$ cat src/hdl/lsr_pkg.sv
package lsr_pkg;

   // ----------------------------------------------------------------
   // Register map
   // ----------------------------------------------------------------
   localparam logic [7:0] OFS_EVENT_FLAG = 8'h21;
   localparam logic [7:0] OFS_VISIBLE_LOW = 8'h22;
   localparam logic [7:0] OFS_VISIBLE_HIGH = 8'h23;
   localparam logic [7:0] OFS_INFRARED_LOW = 8'h24;
   localparam logic [7:0] OFS_INFRARED_HIGH = 8'h25;
   localparam logic [7:0] OFS_PROX_ONE_LOW = 8'h26;
   localparam logic [7:0] OFS_PROX_ONE_HIGH = 8'h27;
   localparam logic [7:0] OFS_RESULT_FIRST = OFS_VISIBLE_LOW;

   // ----------------------------------------------------------------
   // Event flag register fields
   // ----------------------------------------------------------------
   localparam int BIT_AMBIENT_LO = 0;
   localparam int BIT_AMBIENT_HI = 1;
   localparam int BIT_PROX_ONE = 2;
   localparam int BIT_PROX_TWO = 3;
   localparam int BIT_PROX_THREE = 4;
   localparam int BIT_CMD_DONE = 5;
   localparam int FLAG_WIDTH = 6;

   // ----------------------------------------------------------------
   // Reset values and result layout
   // ----------------------------------------------------------------
   localparam logic [7:0] RST_EVENT_FLAG = 8'h00;
   localparam logic [7:0] RST_RESULT_BYTE = 8'h00;
   localparam logic [7:0] READ_UNMAPPED = 8'h00;
   localparam int NUM_RESULTS = 3;
   localparam logic [1:0] SEL_VISIBLE = 2'h0;
   localparam logic [1:0] SEL_INFRARED = 2'h1;
   localparam logic [1:0] SEL_PROX_ONE = 2'h2;

   typedef logic [7:0] lsr_byte_t;
   typedef logic [15:0] lsr_result_t;

endpackage

$ cat src/hdl/lsr_result_if.sv
`timescale 1ns/10ps
interface lsr_result_if;
   import lsr_pkg::*;
   logic load;
   logic [1:0] load_sel;
   lsr_result_t load_value;
   logic wr_en;
   logic [2:0] wr_idx;
   lsr_byte_t wr_data;
   logic [2:0] rd_idx;
   lsr_byte_t rd_data;

   modport bank
   (
      input load, load_sel, load_value, wr_en, wr_idx, wr_data, rd_idx,
      output rd_data
   );
   modport ctrl
   (
      output load, load_sel, load_value, wr_en, wr_idx, wr_data, rd_idx,
      input rd_data
   );
endinterface

$ cat src/hdl/lsr_result_bank.sv
`timescale 1ns/10ps
module lsr_result_bank
#(
   parameter int NUM_RESULTS = lsr_pkg::NUM_RESULTS
)
(
   input wire logic clock,
   input wire logic rst_n,
   lsr_result_if.bank rif
);
   import lsr_pkg::*;

   // ----------------------------------------------------------------
   // Elaboration check
   // ----------------------------------------------------------------
   if (NUM_RESULTS < 1 || NUM_RESULTS > 4)
   begin : g_bad_count
      $error("lsr_result_bank: NUM_RESULTS must be 1 to 4");
   end

   lsr_byte_t byte_reg [2*NUM_RESULTS];

   // ----------------------------------------------------------------
   // Result byte pairs, low byte at the even index
   // ----------------------------------------------------------------
   genvar gi;
   generate
      for (gi = 0; gi < NUM_RESULTS; gi++)
      begin : g_result
         wire logic hit_load;
         wire logic hit_lo;
         wire logic hit_hi;
         assign hit_load = rif.load && (rif.load_sel == 2'(gi));
         assign hit_lo = rif.wr_en && (rif.wr_idx == 3'(2*gi));
         assign hit_hi = rif.wr_en && (rif.wr_idx == 3'(2*gi+1));
         // A fresh measurement wins over a host write in the same cycle
         always_ff @(posedge clock or negedge rst_n)
         begin
            if (!rst_n)
            begin
               byte_reg[2*gi] <= RST_RESULT_BYTE;
               byte_reg[2*gi+1] <= RST_RESULT_BYTE;
            end
            else if (hit_load)
            begin
               byte_reg[2*gi] <= rif.load_value[7:0];
               byte_reg[2*gi+1] <= rif.load_value[15:8];
            end
            else
            begin
               if (hit_lo)
                  byte_reg[2*gi] <= rif.wr_data;
               if (hit_hi)
                  byte_reg[2*gi+1] <= rif.wr_data;
            end
         end
      end
   endgenerate

   assign rif.rd_data = (32'(rif.rd_idx) < 2*NUM_RESULTS) ?
                        byte_reg[rif.rd_idx] : READ_UNMAPPED;

endmodule

$ cat src/hdl/lsr_status_regs.sv
`timescale 1ns/10ps
module lsr_status_regs
(
   input wire logic clock,
   input wire logic rst_n,
   input wire logic [7:0] reg_addr,
   input wire logic reg_wr,
   input wire logic reg_rd,
   input wire lsr_pkg::lsr_byte_t reg_wdata,
   output logic [7:0] reg_rdata,
   output logic reg_rvalid,
   input wire logic [lsr_pkg::FLAG_WIDTH-1:0] event_mask,
   input wire logic cmd_done,
   input wire logic prox_one_evt,
   input wire logic prox_two_evt,
   input wire logic prox_three_evt,
   input wire logic als_evt,
   input wire logic [1:0] als_code,
   input wire logic result_load,
   input wire logic [1:0] result_sel,
   input wire lsr_pkg::lsr_result_t result_value,
   output logic event_irq
);
   import lsr_pkg::*;

   // ----------------------------------------------------------------
   // Address decode
   // ----------------------------------------------------------------
   function automatic logic is_result(input logic [7:0] addr);
      is_result = (addr >= OFS_VISIBLE_LOW) && (addr <= OFS_PROX_ONE_HIGH);
   endfunction

   function automatic logic [2:0] result_index(input logic [7:0] addr);
      logic [7:0] diff;
      diff = addr - OFS_RESULT_FIRST;
      result_index = diff[2:0];
   endfunction

   wire logic hit_flag;
   wire logic hit_result;
   wire logic flag_wr;
   assign hit_flag = (reg_addr == OFS_EVENT_FLAG);
   assign hit_result = is_result(reg_addr);
   assign flag_wr = reg_wr && hit_flag;

   // ----------------------------------------------------------------
   // Result storage
   // ----------------------------------------------------------------
   lsr_result_if rif ();

   assign rif.load = result_load;
   assign rif.load_sel = result_sel;
   assign rif.load_value = result_value;
   assign rif.wr_en = reg_wr && hit_result;
   assign rif.wr_idx = result_index(reg_addr);
   assign rif.wr_data = reg_wdata;
   assign rif.rd_idx = result_index(reg_addr);

   lsr_result_bank #(.NUM_RESULTS(NUM_RESULTS)) u_bank
   (
      .clock(clock),
      .rst_n(rst_n),
      .rif(rif)
   );

   // ----------------------------------------------------------------
   // Event flags
   // ----------------------------------------------------------------
   logic [FLAG_WIDTH-1:0] flag_reg;
   logic [FLAG_WIDTH-1:0] flag_next;
   wire logic [FLAG_WIDTH-1:0] flag_set;
   wire logic [FLAG_WIDTH-1:0] flag_clr;
   wire logic [1:0] als_field_next;

   // Write one to clear; a set in the same cycle is kept
   assign flag_clr = flag_wr ? reg_wdata[FLAG_WIDTH-1:0] :
                     {FLAG_WIDTH{1'b0}};

   assign flag_set[BIT_CMD_DONE] = cmd_done;
   assign flag_set[BIT_PROX_THREE] = prox_three_evt;
   assign flag_set[BIT_PROX_TWO] = prox_two_evt;
   assign flag_set[BIT_PROX_ONE] = prox_one_evt;
   assign flag_set[BIT_AMBIENT_HI:BIT_AMBIENT_LO] =
          als_evt ? als_code : 2'h0;

   // Ambient field takes the new code whole rather than OR-ing bits,
   // so an old code cannot merge into a meaningless value
   assign als_field_next = als_evt ?
          flag_set[BIT_AMBIENT_HI:BIT_AMBIENT_LO] :
          flag_reg[BIT_AMBIENT_HI:BIT_AMBIENT_LO] &
          ~flag_clr[BIT_AMBIENT_HI:BIT_AMBIENT_LO];

   always_comb
   begin
      flag_next = flag_set[FLAG_WIDTH-1:BIT_PROX_ONE] == 4'h0 ?
                  {flag_reg[FLAG_WIDTH-1:BIT_PROX_ONE] &
                   ~flag_clr[FLAG_WIDTH-1:BIT_PROX_ONE], als_field_next} :
                  {(flag_reg[FLAG_WIDTH-1:BIT_PROX_ONE] &
                    ~flag_clr[FLAG_WIDTH-1:BIT_PROX_ONE]) |
                   flag_set[FLAG_WIDTH-1:BIT_PROX_ONE], als_field_next};
   end

   always_ff @(posedge clock or negedge rst_n)
   begin
      if (!rst_n)
         flag_reg <= RST_EVENT_FLAG[FLAG_WIDTH-1:0];
      else
         flag_reg <= flag_next;
   end

   // ----------------------------------------------------------------
   // Interrupt output
   // ----------------------------------------------------------------
   // Built from the next flag value so the line moves in the same
   // cycle as the flag register, not one cycle behind it
   wire logic irq_next;
   assign irq_next = |(flag_next & event_mask);

   always_ff @(posedge clock or negedge rst_n)
   begin
      if (!rst_n)
         event_irq <= 1'b0;
      else
         event_irq <= irq_next;
   end

   // ----------------------------------------------------------------
   // Read port
   // ----------------------------------------------------------------
   wire lsr_byte_t read_mux;
   // Reserved bits 7:6 read as zero
   assign read_mux = hit_flag ? {2'h0, flag_reg} :
                     hit_result ? rif.rd_data : READ_UNMAPPED;

   always_ff @(posedge clock or negedge rst_n)
   begin
      if (!rst_n)
      begin
         reg_rdata <= READ_UNMAPPED;
         reg_rvalid <= 1'b0;
      end
      else
      begin
         reg_rvalid <= reg_rd;
         if (reg_rd)
            reg_rdata <= read_mux;
      end
   end

endmodule

$ cat config.mk
export PLATFORM = sky130hd
export DESIGN_NAME = lsr_status_regs
export DESIGN_NICKNAME = d
export VERILOG_FILES = /design/src/hdl/lsr_pkg.sv /design/src/hdl/lsr_result_if.sv /design/src/hdl/lsr_result_bank.sv /design/src/hdl/lsr_status_regs.sv
export SDC_FILE = /design/constraint.sdc
export NUM_CORES = 1
export LEC_CHECK = 0
export BUFFER_PORTS_ARGS = -buffer_cell sky130_fd_sc_hd__buf_2
export CORE_ASPECT_RATIO = 0.6
export CORE_MARGIN = 1
export CORE_UTILIZATION = 45
export DETAILED_ROUTE_END_ITERATION = 6
export GPL_TIMING_DRIVEN = 0
export PLACE_DENSITY = 0.77
export SKIP_LAST_GASP = 1
export SYNTH_ARGS = -nofsm -noshare
export SYNTH_HDL_FRONTEND = slang
export SYNTH_SLANG_ARGS = --single-unit
$ cat constraint.sdc
create_clock -name clock -period 1.68 [get_ports clock]
set_clock_uncertainty 0.1 [all_clocks]
set_input_delay 0.084 -clock clock [delete_from_list [all_inputs] [get_ports clock]]
set_output_delay 0.084 -clock clock [all_outputs]
set_load 0.02 [all_outputs]
==> flow_summary_export.csv, run 1 <==
group,metric,value,unit
cts,worstSkewPairLatency,0.33,ns
timing,maxSlewHeadroom,43.2,%
detailed_routing,drtIter0Drc,264,
critical_path,regToRegStartpoint,"u_bank.byte_reg[46]",
global_routing,global_route_wire_length_before_repair,17300,um
detailed_routing,viasPerCell,5.78,
synthesis,ys_async_rst_share,100,%
die,die_y,71.0,um
timing,achievable-frequency,0.576,GHz
detailed_routing,final_ant_viol_nets,0,
critical_path,critical_path.slowest_cell,"sky130_fd_sc_hd__or4b_4",
critical_path,critical_path.most_common_cell,"sky130_fd_sc_hd__or4b_4",
critical_path,worstSetupStartpointType,"input port",
finish,largest_register_ffs,48,
synthesis,yosysSeqAreaShare,44.9,%
critical_path,endpoint_kind,"flip-flop",
cts,tritoncts_clock_tree,"yes",
place,io_buffers,59,
synthesis,syn_area,3570,um^2
critical_path,reg2regPathDepth,4,
synthesis,synth_flop_cell,"sky130_fd_sc_hd__dfrtp_1",
timing,hold_ws,0.0198,ns
finish,finish.utilization,65.4,%
timing,layout_worst_path_cycle_share,103,%
critical_path,critPathCapture,"u_bank.byte_reg[1]",
die,ios,62,
timing,final.setup.worst_slack,-0.0567,ns
critical_path,critical_path.max_stage_delay,0.60,ns
finish,post_route_cells_drive_above_1_share,30.2,%
critical_path,critPathArrivalTime,1.82,ns
global_routing,globalRoute.totalOverflow,0,
status,status,"finished with violations",
flow_run,drv_cap,0,
global_routing,antenna_found_initial,0,
cts,tritoncts.num_buffers,9,
timing,worst_slew_pin_slew,0.851,ns
global_routing,grt_pass1_vias,3321,
power_and_ir_drop,power.static_leakage,2.23,nW
synthesis,ys_ff_latch,64,
detailed_routing,drtPass1Iterations,5,
cts,clock_tree.htree_level_count,3,
timing,final.min_clock_period,1.74,ns
critical_path,startpoint,"reg_addr[7]",
detailed_routing,detail_route.drc_violations,0,
synthesis,yosys_warnings,0,
global_routing,gr-usage-all-layers,28.7,%
synthesis,unique_cell_type_count_in_the_yosys_netlist,40,
synthesis,synth-edff-count,0,
global_routing,grt_start_max_net_pins,65,
cts,cts.sink_count,64,
die,placementRows,24,
die,die_w,117,um
finish,syn2layout_area_growth,37.1,%
detailed_routing,routed_wirelength,11100,um
detailed_routing,wire_per_inst,19.3,um
die,start_util,47.7,%
place,detailedPlacementHpwl,7310,um
worst_hold_path,hp-class,"in2reg",
detailed_routing,vias,3333,
synthesis,synthesis.nets,414,
critical_path,critical_path_peak_fanout,8,
place,dp_cells,524,
cts,clkTransAtPathRegs,0.05,ns
power_and_ir_drop,irDropWorstVdd,0.637,mV
timing,final-max-slew-violation-count,0,
status,failing_checks,"negative setup slack",
synthesis,synthesis.area_per_instance,9.88,um^2
die,floorplan.die_area,8300,um^2
power_and_ir_drop,power_density,919,nW/um^2
timing,finalSetupViolations,4,
critical_path,worstPathCellList,"buf_8 -> or4b_4 -> or4b_4 -> buf_12 -> mux2i_1 -> a21oi_1",
critical_path,worstReg2RegEnd,"reg_rdata[6]",
cts,clock_tree.root_cell,"sky130_fd_sc_hd__clkbuf_16",
synthesis,synthCells,361,
finish,antenna_cells,0,
finish,nNetsFinal,523,
place,globalplace.congestion,0.824,
critical_path,crit_required,1.77,ns
timing,grt_setup_unrepaired,"yes",
critical_path,r2r_slack,0.20,ns
timing,number_of_hold_violations_in_the_final_report,0,
finish,post_layout_nonfiller_instances,577,
cts,ctsLongestPathBuffers,2,
die,core_area,7480,um^2
critical_path,setup_crit_path_kind,"in2reg",
==> power breakdown <==
| part | switching, W | internal [W] |
|---|---|---|
| clock | 0.000632 | 0.00110 |
| combinational | 0.000407 | 0.000457 |
| sequential | 0.000133 | 0.00176 |
| total | 0.00117 | 0.00332 |
==> how the worst min path moves through the flow <==
stage	start	endpoint	slack (ns)	depth (start not counted)
final	reg_wdata[4]	u_bank.byte_reg[44]	0.02	3
after global routing	reg_wdata[4]	u_bank.byte_reg[44]	0.02	3
after CTS	reg_wdata[4]	u_bank.byte_reg[44]	0.01	3
after detailed placement	rst_n	u_bank.byte_reg[31]	0.13	1
after global placement	reg_rd	reg_rvalid	0.12	1
after floorplan	rst_n	event_irq	-0.31	0
==> kinds of logic after synthesis <==
| kind of cell | synth area share (%) |
|---|---|
| AOI/OAI and AO/OA | 11.3 |
| muxes | 21.5 |
| adders and majority gates | 0.351 |
| buffers and inverters | 2.63 |
| and+or+nand+nor | 19.3 |
| DFF | 44.9 |
==> synth_stat cells (all sizes together) (2+ instances only) <==
cell     n  share of area (%)
nand2   56                5.9
or4b     2               0.56
nand4    3               0.53
nand2b   4               0.70
nor4b    3                1.8
a21oi   17                2.4
nand3b   3               0.63
inv      2               0.21
a21boi   2               0.42
clkbuf  16                1.7
mux4     2                1.3
dfrtp   64                 45
nor2    38                4.0
o22ai    6                1.1
mux2    32                 10
a22o     2               0.49
mux2i   36                 10
nand3    7               0.98
o21ai   16                2.2
or3      2               0.35
nor3     2               0.56
nor2b    6                1.1
nor4     2               0.95
a21o     6                1.3
buf      5               0.63
a31oi   16                2.8
==> layout make-up <==
| cell class | instances | area, um^2 |
|---|---|---|
| Tap cell | 104 | 130 |
| Multi-Input combinational cell | 273 | 1980 |
| Sequential cell | 64 | 1600 |
| Fill cell | 592 | 2590 |
| Clock buffer | 14 | 274 |
| Inverter | 3 | 16.3 |
| Buffer | 19 | 141 |
| Timing Repair Buffer | 100 | 742 |
==> critical path, delay by kind of cell <==
kind            cells  cell delay, ns
simple gates        2            1.18
buf+inv             2            0.27
mux                 1            0.19
compound gates      1            0.10
==> stage by stage <==
| stage | worst slack (ns) | setup TNS, ns | instance area (um^2) | total power (W) |
|---|---|---|---|---|
| floorplan | -0.320 | -7.46 | 3710 | 0.00240 |
| global placement | -0.729 | -27.99 | 4130 | 0.00263 |
| detailed placement | -0.753 | -29.57 | 4140 | 0.00269 |
| CTS | -0.0303 | -0.0640 | 4830 | 0.00449 |
| global route | -0.0609 | -0.979 | 4890 | 0.00469 |
| finish | -0.0567 | -0.0855 | 4890 | 0.00449 |
==> layout by cell type, fill, tap and decap left out, types with 2 or more instances in the layout <==
cell | Yosys | final
sky130_fd_sc_hd__a21boi_0 | 2 | 2
sky130_fd_sc_hd__a21o_1 | 6 | 6
sky130_fd_sc_hd__a21oi_1 | 17 | 17
sky130_fd_sc_hd__a22o_1 | 2 | 2
sky130_fd_sc_hd__a31oi_1 | 16 | 16
sky130_fd_sc_hd__buf_1 | 2 | 2
sky130_fd_sc_hd__buf_12 | 0 | 4
sky130_fd_sc_hd__buf_2 | 3 | 57
sky130_fd_sc_hd__buf_4 | 0 | 6
sky130_fd_sc_hd__clkbuf_1 | 16 | 12
sky130_fd_sc_hd__clkbuf_16 | 0 | 10
sky130_fd_sc_hd__clkbuf_8 | 0 | 6
sky130_fd_sc_hd__dfrtp_1 | 64 | 64
sky130_fd_sc_hd__dlygate4sd3_1 | 0 | 33
sky130_fd_sc_hd__mux2_2 | 32 | 24
sky130_fd_sc_hd__mux2_4 | 0 | 8
sky130_fd_sc_hd__mux2i_1 | 36 | 36
sky130_fd_sc_hd__mux4_2 | 2 | 2
sky130_fd_sc_hd__nand2_1 | 56 | 46
sky130_fd_sc_hd__nand2_2 | 0 | 10
sky130_fd_sc_hd__nand2b_1 | 4 | 3
sky130_fd_sc_hd__nand3_1 | 7 | 7
sky130_fd_sc_hd__nand3b_1 | 3 | 3
sky130_fd_sc_hd__nand4_1 | 3 | 3
sky130_fd_sc_hd__nor2_1 | 38 | 38
sky130_fd_sc_hd__nor2b_1 | 6 | 6
sky130_fd_sc_hd__nor3_4 | 0 | 2
sky130_fd_sc_hd__nor4_4 | 1 | 2
sky130_fd_sc_hd__nor4b_4 | 2 | 3
sky130_fd_sc_hd__o21ai_0 | 16 | 16
sky130_fd_sc_hd__o22ai_1 | 6 | 6
sky130_fd_sc_hd__or3_1 | 2 | 2
sky130_fd_sc_hd__or4b_4 | 0 | 2
==> per-layer routing <==
layer,global-route usage (%),wire length (um)
met2,43.7,5090
met3,8.57,982
met4,9.28,156
met5,0,0
met1,39.4,4900
==> what timing repair did <==
| action | 4_1_cts | 5_1_grt |
|---|---|---|
| pin swaps | 4 | 4 |
| endpoints found under the hold margin | 109 | 0 |
| gates resized for setup | 4 | 11 |
| buffers inserted | 6 | 2 |
| endpoints found under the setup margin | 47 | 46 |
| hold buffers | 33 | 0 |
Power figures use the tool's default switching activity.
==> run 2: changes to the inputs <==
--- a/config.mk
+++ b/config.mk
@@ -7,11 +7,12 @@
 export LEC_CHECK = 0
 export BUFFER_PORTS_ARGS = -buffer_cell sky130_fd_sc_hd__buf_2
 export CORE_ASPECT_RATIO = 0.6
-export CORE_MARGIN = 1
+export CORE_MARGIN = 2
 export CORE_UTILIZATION = 45
 export DETAILED_ROUTE_END_ITERATION = 6
 export GPL_TIMING_DRIVEN = 0
 export PLACE_DENSITY = 0.77
+export SKIP_CTS_REPAIR_TIMING = 1
 export SKIP_LAST_GASP = 1
 export SYNTH_ARGS = -nofsm -noshare
 export SYNTH_HDL_FRONTEND = slang
==> run 2 against run 1 <==
Net effect: the run ends with negative hold slack, negative setup slack left; power grew 6.3%; largest cell class unchanged; via count shrank 2.4%; critical path type unchanged; global-route usage shrank 3.5 points; first-iteration DRC count grew 22%; register-to-register slack lost 0.03 ns; final cell count grew 0.35%; setup slack gained 0.014 ns; flip-flop and latch count is the same.
==> flow_summary_export.csv, run 2 (synthesis gave the netlist of run 1 again) <==
group,metric,value,unit
timing,number_of_hold_violations_in_the_final_report,4,
global_routing,grt_start_max_net_pins,65,
timing,grt_setup_unrepaired,"yes",
detailed_routing,drtIter0Drc,321,
power_and_ir_drop,irDropWorstVdd,0.563,mV
die,die_w,119,um
finish,post_route_cells_drive_above_1_share,31.2,%
detailed_routing,viasPerCell,5.62,
timing,layout_worst_path_cycle_share,103,%
detailed_routing,vias,3252,
cts,worstSkewPairLatency,0.33,ns
die,floorplan.die_area,8680,um^2
timing,finalSetupViolations,7,
status,status,"finished with violations",
place,worst_setup_slack_post_dpl,-0.693,ns
critical_path,worstSetupStartpointType,"input port",
timing,final-max-slew-violation-count,0,
power_and_ir_drop,power_density,979,nW/um^2
finish,nNetsFinal,520,
finish,mostFrequentLayoutCell,"sky130_fd_sc_hd__dfrtp_1",
global_routing,antenna_found_initial,0,
finish,syn2layout_area_growth,36.8,%
cts,ctsLongestPathBuffers,2,
power_and_ir_drop,power.static_leakage,2.23,nW
detailed_routing,final_ant_viol_nets,0,
detailed_routing,routedLengthMet1,5060,um
cts,clkTransAtPathRegs,0.05,ns
finish,layout_common_cells,"sky130_fd_sc_hd__dfrtp_1, sky130_fd_sc_hd__buf_2, sky130_fd_sc_hd__nand2_1",
detailed_routing,detailroute.wirelength.met3,803,um
place,globalplace.congestion,0.866,
critical_path,reg2regPathDepth,4,
global_routing,global_route_wire_length_before_repair,16300,um
critical_path,setup_crit_path_kind,"in2reg",
power_and_ir_drop,total_power,0.00477,W
die,placementRows,25,
critical_path,crit_required,1.77,ns
timing,worst_slew_pin_slew,0.834,ns
detailed_routing,highest-signal-layer,"met4",
global_routing,globalRoute.totalOverflow,0,
cts,cts.sink_count,64,
die,start_util,45.8,%
die,ios,62,
place,dp_cells,528,
timing,final.min_clock_period,1.72,ns
finish,antenna_cells,0,
detailed_routing,drtPass1Iterations,5,
finish,post_layout_nonfiller_instances,579,
die,core_area,7790,um^2
worst_hold_path,hp-class,"in2reg",
critical_path,critical_path_peak_fanout,8,
global_routing,gr-usage-all-layers,25.2,%
status,failing_checks,"negative hold slack, negative setup slack",
detailed_routing,detail_route.drc_violations,0,
timing,final.setup.worst_slack,-0.0426,ns
worst_hold_path,worstHoldPathCells,3,
place,detailedPlacementHpwl,7170,um
flow_run,drv_cap,0,
critical_path,endpoint_kind,"flip-flop",
global_routing,grt_pass1_vias,3068,
detailed_routing,wire_per_inst,18.3,um
critical_path,critPathArrivalTime,1.81,ns
cts,clock_tree.htree_level_count,3,
cts,tritoncts.num_buffers,9,
finish,largest_register_ffs,48,
detailed_routing,routed_wirelength,10600,um
detailed_routing,dr_wl_met2,4600,um
die,die_y,73.0,um
cts,tritoncts_clock_tree,"yes",
place,io_buffers,59,
timing,hold_ws,-0.00805,ns
cts,clock_tree.root_cell,"sky130_fd_sc_hd__clkbuf_16",
timing,maxSlewHeadroom,44.4,%
timing,achievable-frequency,0.581,GHz
-- run 2: routing by layer --
| metal | global-route usage [%] | vias to the layer above |
|---|---|---|
| met5 | 0 | - |
| met4 | 8.20 | 0 |
| met3 | 6.25 | 12 |
| met2 | 37.6 | 147 |
| met1 | 36.2 | 1590 |
| li1 | - | 1503 |
-- run 2: path summary, 6_finish.rpt --
path | slack, ns | end | start
min | -0.008 | flag_reg[1] | als_code[1]
min reg2reg | 0.39 | reg_rdata[2] | reg_rdata[2]
min in group asynchronous | 0.29 | reg_rvalid | rst_n
max | -0.04 | u_bank.byte_reg[1] | reg_addr[4]
max in group asynchronous | 0.64 | reg_rdata[3] | rst_n
max reg2reg | 0.17 | reg_rdata[7] | u_bank.byte_reg[47]
-- run 2: through the flow --
stage / util (%) / setup TNS (ns) / cell area [um^2] / hold WS, ns
6_report: 62.6 / -0.0851 / 4880 / -0.00805
3_3_place_gp: 53.1 / -24.78 / 4140 / 0.127
4_1_cts: 57.3 / -8.19 / 4460 / -0.223
3_5_place_dp: 53.2 / -27.41 / 4140 / 0.125
2_1_floorplan: - / -7.46 / 3710 / -0.312
5_1_grt: 62.6 / -0.688 / 4880 / 0.0145
-- run 2: cell type report --
| cell class | count | area, um^2 |
|---|---|---|
| Clock buffer | 12 | 256 |
| Sequential cell | 64 | 1600 |
| Fill cell | 625 | 2910 |
| Tap cell | 108 | 135 |
| Clock inverter | 3 | 65.1 |
| Buffer | 18 | 126 |
| Timing Repair Buffer | 98 | 701 |
| Multi-Input combinational cell | 273 | 1980 |
| Inverter | 3 | 16.3 |
-- run 2: where the power goes --
group	switching (W)	internal, W
registers	0.000123	0.00176
logic	0.000406	0.000454
clock network	0.000664	0.00137
total	0.00119	0.00358
-- run 2: worst max-delay path, cell delays in order --
cell	delay, ns
sky130_fd_sc_hd__buf_6	0.09
sky130_fd_sc_hd__or4b_4	0.61
sky130_fd_sc_hd__or4b_4	0.70
sky130_fd_sc_hd__mux2i_1	0.22
sky130_fd_sc_hd__a21oi_1	0.09
